[src/core/sac_consts.svh]
// Offsets, field positions, reset values and timing counts of the servo alarm block.
// Assumes inclusion by bare name, from files with or without sac_pkg imported.
`ifndef SAC_CONSTS_SVH
`define SAC_CONSTS_SVH

// Register byte offsets on the AHB-Lite slave
`define SAC_OFS_CONFIG 8'h00
`define SAC_OFS_CTRL 8'h04
`define SAC_OFS_STATUS 8'h08
`define SAC_OFS_MASK 8'h0C
`define SAC_OFS_ALARM 8'h10
`define SAC_OFS_PMIN 8'h14
`define SAC_OFS_PMAX 8'h18

// System configuration word fields
`define SAC_CFG_ABS_SEL_BIT 14
`define SAC_CFG_SEN_MODE_BIT 1

// Control register fields
`define SAC_CTRL_ALM_RST_BIT 0
`define SAC_CTRL_POS_MODE_BIT 1

// Status and mask bit positions
`define SAC_ST_ABS_BIT 0
`define SAC_ST_CORRUPT_BIT 1
`define SAC_ST_RANGE_BIT 2
`define SAC_ST_OVC_BIT 3
`define SAC_ST_SEN_SHORT_BIT 4
`define SAC_ST_WIDTH 5

// Reset values
`define SAC_RST_CONFIG 16'h0000
`define SAC_RST_MASK 5'h00
`define SAC_RST_PMIN 16'h0000
`define SAC_RST_PMAX 16'hFFFF

// Display codes of each alarm and of the no-alarm indication
`define SAC_DISP_ABS 8'h00
`define SAC_DISP_CORRUPT 8'h02
`define SAC_DISP_RANGE 8'h04
`define SAC_DISP_OVC 8'h10
`define SAC_DISP_NONE 8'h99

// Timing: least high time of the sensor-on request before a drop
`define SAC_CLK_PERIOD_NS 8
`define SAC_SEN_HOLD_MS 1300

`endif

[src/core/sac_pkg.sv]
// Types shared by the servo alarm block and its alarm code encoder.
// Assumes no other package.
package sac_pkg;

  typedef enum logic [1:0] {SEN_LOW, SEN_HIGH} sac_sen_st_t;

  typedef struct packed {
    logic [15:0] config_word;
    logic pos_mode;
    logic [4:0] status;
    logic [4:0] mask;
    logic [15:0] pmin;
    logic [15:0] pmax;
    logic act_abs;
    logic act_corrupt;
    logic act_range;
    logic act_ovc;
    logic pwr_up;
    sac_sen_st_t sen_st;
    logic [27:0] sen_cnt;
    logic sen_armed;
    logic acq_restart;
    logic wr_pend;
    logic [7:0] wr_addr;
    logic [31:0] hrdata;
  } sac_state_t;

  typedef struct packed {
    logic code_a;
    logic code_b;
    logic code_c;
    logic alarm_on;
    logic [7:0] disp;
  } sac_enc_state_t;

endpackage

[src/core/sac_code_encoder.sv]
// Alarm code encoder: turns the active alarm flags into output transistor states.
// Assumes flags come from flip-flops in the same clock domain.
`timescale 1ns/10ps
`include "sac_consts.svh"

module sac_code_encoder import sac_pkg::*; (
  input wire logic clk_in,
  input wire logic nrst_in,
  input wire logic act_abs_in,
  input wire logic act_corrupt_in,
  input wire logic act_range_in,
  input wire logic act_ovc_in,
  output logic code_a_out,
  output logic code_b_out,
  output logic code_c_out,
  output logic alarm_on_out,
  output logic [7:0] disp_out
);

  sac_enc_state_t s;
  sac_enc_state_t next_s;

  // Highest priority alarm picks the code; a high bit means the transistor conducts
  always_comb begin
    next_s = s;
    next_s.code_a = 1'b0;
    next_s.code_b = 1'b0;
    next_s.code_c = 1'b0;
    next_s.alarm_on = 1'b0;
    if (act_abs_in) begin
      next_s.disp = `SAC_DISP_ABS; // All outputs off
    end else if (act_corrupt_in) begin
      next_s.disp = `SAC_DISP_CORRUPT; // All outputs off
    end else if (act_range_in) begin
      next_s.disp = `SAC_DISP_RANGE; // All outputs off
    end else if (act_ovc_in) begin
      next_s.disp = `SAC_DISP_OVC;
      next_s.code_a = 1'b1; // Only first code transistor on
    end else begin
      next_s.disp = `SAC_DISP_NONE; // No-alarm indication
      next_s.alarm_on = 1'b1;
    end
  end

  // State register
  always_ff @(posedge clk_in or negedge nrst_in) begin
    if (!nrst_in) begin
      s <= '{code_a: 1'b0, code_b: 1'b0, code_c: 1'b0, alarm_on: 1'b0, disp: `SAC_DISP_NONE};
    end else begin
      s <= next_s;
    end
  end

  assign code_a_out = s.code_a;
  assign code_b_out = s.code_b;
  assign code_c_out = s.code_c;
  assign alarm_on_out = s.alarm_on;
  assign disp_out = s.disp;

endmodule

[src/core/sac_alarm_unit.sv]
// Servo alarm unit: alarm latches, clearing policy, sensor-on request tracking,
// interrupt status and an AHB-Lite register slave.
// Assumes all inputs synchronous to clk_in; nrst_in low only at power-up.
`timescale 1ns/10ps
`include "sac_consts.svh"

// Contract
// - Parameter corruption alarm turns all three code outputs and alarm output off.
// - Parameter range alarm turns all three code outputs and alarm output off.
// - Each code bit is a transistor state: one conducts, zero is off.
// - Absolute position data alarm clears only by power cycle.
// - Ordinary alarm reset leaves a latched absolute data alarm active.
// - The no-alarm display code raises no alarm condition.
// - Overcurrent alarm cannot be cleared while power module overheats.
// - Absolute select bit set with incremental encoder raises absolute data alarm.
// - Speed mode, config bit 1 clear: sensor-on re-toggle restarts acquisition if the request was held high over SEN_HOLD_CYC cycles before the drop.
// - Otherwise acquisition restarts only at power-up.
// - Corrupted parameter store found at power-up raises corruption alarm.
// - Out-of-range parameter value raises range alarm.
module sac_alarm_unit import sac_pkg::*; #(
  parameter int SEN_HOLD_CYC =
    (`SAC_SEN_HOLD_MS * 1000000 + `SAC_CLK_PERIOD_NS - 1) / `SAC_CLK_PERIOD_NS
) (
  input wire logic clk_in,
  input wire logic nrst_in,
  // AHB-Lite slave
  input wire logic hsel_in,
  input wire logic [31:0] haddr_in,
  input wire logic [1:0] htrans_in,
  input wire logic hwrite_in,
  input wire logic [2:0] hsize_in,
  input wire logic hready_in,
  input wire logic [31:0] hwdata_in,
  output logic [31:0] hrdata_out,
  output logic hreadyout_out,
  output logic hresp_out,
  // Alarm causes
  input wire logic param_store_ok_in,
  input wire logic param_valid_in,
  input wire logic [15:0] param_value_in,
  input wire logic abs_data_error_in,
  input wire logic encoder_incremental_in,
  input wire logic overcurrent_in,
  input wire logic overtemp_in,
  input wire logic alarm_reset_in,
  input wire logic encoder_sensor_on_request_in,
  // Outputs toward the host controller
  output logic alarm_code_bit_a_out,
  output logic alarm_code_bit_b_out,
  output logic alarm_code_bit_c_out,
  output logic alarm_out,
  output logic abs_acq_restart_out,
  output logic irq_out
);

  sac_state_t s;
  sac_state_t next_s;
  logic addr_ok;
  logic mapped;
  logic alm_rst;
  logic range_viol;
  logic abs_set;
  logic corrupt_set;
  logic [4:0] ev;
  logic [31:0] rd_mux;
  logic [7:0] disp_code;
  logic code_a;
  logic code_b;
  logic code_c;
  logic alarm_on;

  // Address phase decode
  assign addr_ok = hsel_in & htrans_in[1] & hready_in;
  assign mapped = (haddr_in[31:8] == 24'h000000) && (haddr_in[1:0] == 2'b00) &&
                  (haddr_in[7:0] <= `SAC_OFS_PMAX);

  // Read data for the register addressed now
  always_comb begin
    rd_mux = 32'h00000000;
    if (mapped) begin
      case (haddr_in[7:0])
        `SAC_OFS_CONFIG: rd_mux = {16'h0000, s.config_word};
        `SAC_OFS_CTRL: rd_mux = {30'h00000000, s.pos_mode, 1'b0};
        `SAC_OFS_STATUS: rd_mux = {27'h0000000, s.status};
        `SAC_OFS_MASK: rd_mux = {27'h0000000, s.mask};
        `SAC_OFS_ALARM: rd_mux = {11'h000, abs_acq_restart_out, alarm_on, code_c, code_b,
                                  code_a, disp_code, 4'h0, s.act_ovc, s.act_range,
                                  s.act_corrupt, s.act_abs};
        `SAC_OFS_PMIN: rd_mux = {16'h0000, s.pmin};
        `SAC_OFS_PMAX: rd_mux = {16'h0000, s.pmax};
        default: rd_mux = 32'h00000000;
      endcase
    end
  end

  // Alarm causes seen this cycle
  assign range_viol = param_valid_in &
                      ((param_value_in < s.pmin) | (param_value_in > s.pmax));
  assign abs_set = abs_data_error_in |
                   (s.config_word[`SAC_CFG_ABS_SEL_BIT] & encoder_incremental_in);
  assign corrupt_set = s.pwr_up & ~param_store_ok_in;

  // Software alarm reset comes from the pin or a control register write
  assign alm_rst = alarm_reset_in |
                   (s.wr_pend && (s.wr_addr == `SAC_OFS_CTRL) &&
                    hwdata_in[`SAC_CTRL_ALM_RST_BIT]);

  // Next state of the whole unit
  always_comb begin
    next_s = s;
    ev = 5'h00;
    next_s.acq_restart = 1'b0;

    // Data phase of a write
    if (s.wr_pend) begin
      case (s.wr_addr)
        `SAC_OFS_CONFIG: next_s.config_word = hwdata_in[15:0];
        `SAC_OFS_CTRL: next_s.pos_mode = hwdata_in[`SAC_CTRL_POS_MODE_BIT];
        `SAC_OFS_STATUS: next_s.status = s.status & ~hwdata_in[4:0];
        `SAC_OFS_MASK: next_s.mask = hwdata_in[4:0];
        `SAC_OFS_PMIN: next_s.pmin = hwdata_in[15:0];
        `SAC_OFS_PMAX: next_s.pmax = hwdata_in[15:0];
        default: next_s.wr_pend = 1'b0;
      endcase
    end

    // Address phase capture; read data is ready for the data phase
    next_s.wr_pend = addr_ok & hwrite_in & mapped;
    next_s.wr_addr = haddr_in[7:0];
    if (addr_ok && !hwrite_in) begin
      next_s.hrdata = rd_mux;
    end

    // Power-up: one parameter store check and one acquisition start
    next_s.pwr_up = 1'b0;
    if (s.pwr_up) begin
      next_s.acq_restart = 1'b1;
    end

    // Absolute data alarm: no clear path but reset
    if (abs_set) begin
      next_s.act_abs = 1'b1; // Alarm reset ignored here
      ev[`SAC_ST_ABS_BIT] = ~s.act_abs;
    end

    // Parameter corruption alarm stays until the next power-up
    if (corrupt_set) begin
      next_s.act_corrupt = 1'b1;
      ev[`SAC_ST_CORRUPT_BIT] = 1'b1;
    end

    // Range alarm: reset clears, a new violation wins
    if (alm_rst) begin
      next_s.act_range = 1'b0;
    end
    if (range_viol) begin
      next_s.act_range = 1'b1;
      ev[`SAC_ST_RANGE_BIT] = ~s.act_range;
    end

    // Overcurrent: reset refused while the power module is hot
    if (alm_rst && !overtemp_in) begin
      next_s.act_ovc = 1'b0;
    end
    if (overcurrent_in) begin
      next_s.act_ovc = 1'b1;
      ev[`SAC_ST_OVC_BIT] = ~s.act_ovc;
    end

    // Sensor-on request tracking
    case (s.sen_st)
      SEN_LOW: begin
        if (encoder_sensor_on_request_in) begin
          next_s.sen_st = SEN_HIGH;
          next_s.sen_cnt = 28'h0000000;
          next_s.sen_armed = 1'b0;
          if (s.sen_armed && !s.pos_mode && !s.config_word[`SAC_CFG_SEN_MODE_BIT]) begin
            next_s.acq_restart = 1'b1;
          end
        end
      end
      SEN_HIGH: begin
        if (!encoder_sensor_on_request_in) begin
          next_s.sen_st = SEN_LOW;
          if (s.sen_cnt > 28'(SEN_HOLD_CYC)) begin
            next_s.sen_armed = 1'b1; // Held long enough
          end else begin
            ev[`SAC_ST_SEN_SHORT_BIT] = 1'b1; // Dropped too early
          end
        end else if (s.sen_cnt != 28'hFFFFFFF) begin
          next_s.sen_cnt = s.sen_cnt + 28'h0000001;
        end
      end
      default: next_s.sen_st = SEN_LOW;
    endcase

    // Events set sticky status after any clear, so a set wins
    next_s.status = next_s.status | ev;
  end

  // State register
  always_ff @(posedge clk_in or negedge nrst_in) begin
    if (!nrst_in) begin
      s <= '{config_word: `SAC_RST_CONFIG, pos_mode: 1'b0, status: 5'h00,
             mask: `SAC_RST_MASK, pmin: `SAC_RST_PMIN, pmax: `SAC_RST_PMAX,
             act_abs: 1'b0, act_corrupt: 1'b0, act_range: 1'b0, act_ovc: 1'b0,
             pwr_up: 1'b1, sen_st: SEN_LOW, sen_cnt: 28'h0000000, sen_armed: 1'b0,
             acq_restart: 1'b0, wr_pend: 1'b0, wr_addr: 8'h00, hrdata: 32'h00000000};
    end else begin
      s <= next_s;
    end
  end

  // Alarm code encoder
  sac_code_encoder u_enc (
    .clk_in(clk_in),
    .nrst_in(nrst_in),
    .act_abs_in(s.act_abs),
    .act_corrupt_in(s.act_corrupt),
    .act_range_in(s.act_range),
    .act_ovc_in(s.act_ovc),
    .code_a_out(code_a),
    .code_b_out(code_b),
    .code_c_out(code_c),
    .alarm_on_out(alarm_on),
    .disp_out(disp_code)
  );

  // Outputs; no-alarm never raises the interrupt
  assign alarm_code_bit_a_out = code_a;
  assign alarm_code_bit_b_out = code_b;
  assign alarm_code_bit_c_out = code_c;
  assign alarm_out = alarm_on;
  assign abs_acq_restart_out = s.acq_restart;
  assign irq_out = |(s.status & s.mask);
  assign hrdata_out = s.hrdata;
  assign hreadyout_out = 1'b1; // Zero wait states
  assign hresp_out = 1'b0; // Always OKAY

endmodule

[config.mk]
export PLATFORM = sky130hd
export DESIGN_NAME = sac_alarm_unit
export DESIGN_NICKNAME = d
export VERILOG_FILES = /design/src/core/sac_pkg.sv /design/src/core/sac_code_encoder.sv /design/src/core/sac_alarm_unit.sv
export VERILOG_INCLUDE_DIRS = /design/src /design/src/core
export SDC_FILE = /design/constraint.sdc
export NUM_CORES = 1
export LEC_CHECK = 0
export ABC_AREA = 1
export BUFFER_PORTS_ARGS = -buffer_cell sky130_fd_sc_hd__buf_2
export CORE_ASPECT_RATIO = 1.4
export CORE_MARGIN = 3
export CORE_UTILIZATION = 61
export DETAILED_ROUTE_END_ITERATION = 10
export HOLD_SLACK_MARGIN = 0.1
export PLACE_DENSITY = 0.88
export SYNTH_ARGS = -nofsm -noshare
export SYNTH_HDL_FRONTEND = slang
export SYNTH_SLANG_ARGS = --single-unit
[constraint.sdc]
create_clock -name clk_in -period 2.8 [get_ports clk_in]
set_input_delay 0.28 -clock clk_in [delete_from_list [all_inputs] [get_ports clk_in]]
set_output_delay 0.28 -clock clk_in [all_outputs]
set_load 0.05 [all_outputs]
==> run summary <==
STATUS
--------------------------------------------------------------------------------
Outcome                                                             finished, final reports clean

FINAL LAYOUT
--------------------------------------------------------------------------------
Share of layout cells above drive strength 1                               0.165
Area added between synthesis and finish                                    16.0%
Final #Nets                                                                1,178
Number of diodes                                                               0
Final standard cell area without fillers                            0.00846 sq mm

STA
--------------------------------------------------------------------------------
Worst slew margin relative to its limit                                    0.513
Max-slew violation count                                                       0
Post-layout min period                                                   2200 ps
Unrepaired setup endpoints after global routing                            false
Highest clock rate                                                       454 MHz
Final critical-path share of the clock period                              0.787
Slew @ Worst Pin                                                          730 ps
Total negative slack for setup checks                                       0 ps
Number of failing setup endpoints in the final timing report                   0
Final count of hold timing violations                                          0
Worst Skew                                                               11.8 ps

PWR
--------------------------------------------------------------------------------
Gate power share                                                           0.069
Sequential fraction of design power                                        0.429
Leakage power of the design                                              4.60 nW
Proportion of power drawn by the clock network                             0.502
Sw Share                                                                   0.226
Cell Pwr Density                                                     522 mW/mm^2
Internal Power                                                         0.00342 W
Total net switching power                                             0.000998 W
Maximum VDD drop                                                          427 uV

SETUP PATH
--------------------------------------------------------------------------------
Category of the worst setup path capture point                          register
Crit-path most repeated cell                                             nand2_1
Data required time at the worst endpoint                                 3150 ps
Setup crit start kind                                                 input port
Cell type group with the largest total delay on the critical path   simple AND/OR/NAND/NOR gates
Slowest cell on the critical path                                         and2_1
Category of the critical setup timing path                                in2reg
Worst EP arrival                                                         2560 ps
Largest stage delay on the critical path                                  650 ps
Crit-path cells                                                     dlygate4sd3_1 -> buf_2 -> nor2_1 -> nand2_1 -> nor2_4 -> and2_1 -> nand2_1 -> o21ai_0 -> inv_1 -> nand2_1 -> nand2_1 -> nand2_1
Maximum fanout count along the critical path                                  16
Worst path buffer plus inverter count                                          3

CLOCKING
--------------------------------------------------------------------------------
Clock root buffer master                                               clkbuf_16
Clock latency reported for the late side of the worst-skew pair           420 ps
Setup Fix Bufs, Post-CTS                                                       0
Post_cts resized                                                               0
CTS clock-pin slew for the worst setup and hold paths                      50 ps
Max H-tree Level                                                               4
CTS tree                                                                   built
Sinks on Clock Net                                                           129
CTS max path bufs                                                              2
Number of buffers created by CTS                                              17

WORST HOLD PATH
--------------------------------------------------------------------------------
Min-delay worst type                                                      in2reg

DRT
--------------------------------------------------------------------------------
Routed length per instance                                               15.8 um
Routed via count divided by cell count                                      5.55
Wire length reported by the detailed router                            19,100 um
Via count                                                                  6,677
Number of remaining DRC errors                                                 0
Initial DRC Count                                                            417
Number of iterations in the first detailed-routing pass                        5
Post-route ant nets                                                            0

FLOORPLAN
--------------------------------------------------------------------------------
Width of the die                                                         98.4 um
Total Die Area                                                      0.0133 sq mm
Row cnt                                                                       46
Starting Density                                                           0.634
Placeable core area                                                 0.0115 sq mm
IO Pins                                                                      138
Die H                                                                     135 um

SYNTH
--------------------------------------------------------------------------------
Number of cells produced by synthesis                                        947
Number of synthesized flops with an enable pin                                 0
Synthesized flop and latch total                                             129
Mean Syn Cell Area                                                    7.71 sq um
Async set-or-reset flop fraction in the synthesized netlist                 1.00
Cell accounting for the most synthesized area                            dfrtp_1
Largest cells by area after synthesis                               dfrtp_1, nand2_1, dfstp_2
Post-synth top area share                                                  0.377
Post-synth top flop                                                      dfrtp_1
Post-synthesis cell type count                                                41
Post-synth design cell area                                         0.00730 sq mm
Seq/Total Area, Yosys                                                      0.446
Warning count from the yosys run                                               0

GRT
--------------------------------------------------------------------------------
Wire length of the first global-routing pass                           31,000 um
Total global routing overflow                                                  0
Vias in the first global route                                             6,714
Antenna violations before repair                                               0
Maximum number of pins on one net before global-route repair                  86
Combined global-route utilization of all metal layers                      0.293

PLACED DESIGN
--------------------------------------------------------------------------------
GP Congestion                                                              0.934
Port Buf Inserts                                                             100
Dpl cell area                                                       0.00774 sq mm
HPWL after detailed placement                                          13,900 um

JOB
--------------------------------------------------------------------------------
Number of max-cap violations                                                   0

[stage by stage]
stage | power, W | worst slack (ps) | cells | util | hold slack, ps
6_report | 0.00442 | 595 | 1203 | 0.735 | 131
5_1_grt | 0.00454 | 416 | 1203 | 0.735 | 151
4_1_cts | 0.00443 | 637 | 1203 | 0.735 | 122
3_5_place_dp | 0.00222 | 662 | 1159 | 0.672 | 103
3_3_place_gp | 0.00221 | 723 | 1159 | 0.672 | 103
2_1_floorplan | 0.00209 | 1160 | 963 | - | -15.6
[state kept, by name (all words and copies together), names as in the netlist]
signal,count
u_enc.alarm_on_out,1
u_enc.code_a_out,1
s,103
hrdata_out,19
abs_acq_restart_out,1
u_enc.disp_out,4
[repair_timing]
| item | in CTS | in global routing |
|---|---|---|
| hold buffers | 13 | 0 |
| endpoints found under the setup margin | 0 | 0 |
| endpoints found under the hold margin | 123 | 0 |
[cell usage after synthesis (2+ instances only)]
master / count
a21o_1: 3
a21oi_1: 24
buf_2: 4
buf_4: 37
buf_6: 4
clkbuf_1: 13
clkinv_1: 2
conb_1: 2
dfrtp_1: 110
dfstp_2: 19
ha_1: 33
inv_1: 109
inv_2: 3
nand2_1: 244
nand2_2: 3
nand3_1: 56
nand4_1: 15
nor2_1: 71
nor2_2: 3
nor2_4: 2
nor3_1: 30
nor3_2: 2
o21ai_0: 91
o21ai_1: 28
o22ai_1: 11
o31ai_1: 3
or2_2: 4
xor2_1: 8
[per-layer routing]
metal	up-vias	global-route usage	routed length [um]
li1	3217	-	-
met3	79	0.0459	1020
met5	-	0	0
met1	3102	0.320	6840
met2	279	0.534	10100
met4	0	0.169	1060
[path summary, 6_finish.rpt]
check,start,endpoint,slack [ps],cells past startpoint
max in group asynchronous,nrst_in,s[73]$_DFF_PN1_,1840,3
min in group asynchronous,nrst_in,s[100]$_DFFE_PN0P_,220,2
worst max register to register,s[43]$_DFFE_PN0P_,s[51]$_DFFE_PN0P_,640,11
worst max-delay path,haddr_in[5],hrdata_out[2]$_DFFE_PN0P_,600,12
worst min-delay path,hwdata_in[6],s[84]$_DFFE_PN1P_,130,3
worst min register to register,s[75]$_DFFE_PN0P_,u_enc.disp_out[4]$_DFF_PN1_,460,1
[cells by family (layout without fill, tap and decap cells)]
group	after synthesis	in the layout	synth area share
AOI/OAI and AO/OA	166	166	0.120
xor gates and xnor gates	8	8	0.00960
adders and majority gates	33	33	0.0566
buffers and inverters	173	269	0.113
DFF	129	129	0.446
other	2	18	0.00103
and+or+nand+nor	436	436	0.254
[final cells by class]
cell class / count / area [sq um]
multi-input cells: 661 / 3280
flip-flops and latches: 129 / 3250
fillers: 881 / 3050
repair buffers: 124 / 728
clock buffers: 26 / 519
inverters: 114 / 428
well taps: 144 / 180
clock inverters: 5 / 75.1
[power groups by stage]
stage / sequential [W] / clock (W) / combinational [W]
final: 0.00190 / 0.00222 / 0.000306
after CTS: 0.00190 / 0.00223 / 0.000306
after detailed placement: 0.00193 / 0 / 0.000289
after global routing: 0.00190 / 0.00231 / 0.000338
after global placement: 0.00193 / 0 / 0.000280
after floorplan: 0.00193 / 0 / 0.000169
[cell usage in the layout (no fill, tap or decap), drive strengths merged, types with 26 or more instances in the layout]
master  netlist  routed
buf          46     111
clkbuf       13      26
dfrtp       110     110
ha           33      33
inv         112     112
nand2       247     247
nand3        56      56
nor2         76      76
nor3         32      32
o21ai       119     119
[worst register-to-register path: stages, from the launching register on]
cell and delay (ps):
dfrtp_1 390, ha_1 240, nand3_1 170, inv_1 80, nand2_1 130, nor2_2 170
nand3_1 100, nand2_2 210, buf_4 310, o21ai_0 120, nand2_1 70, nor2_1 50
No activity file was read; power rests on OpenSTA's default activity.
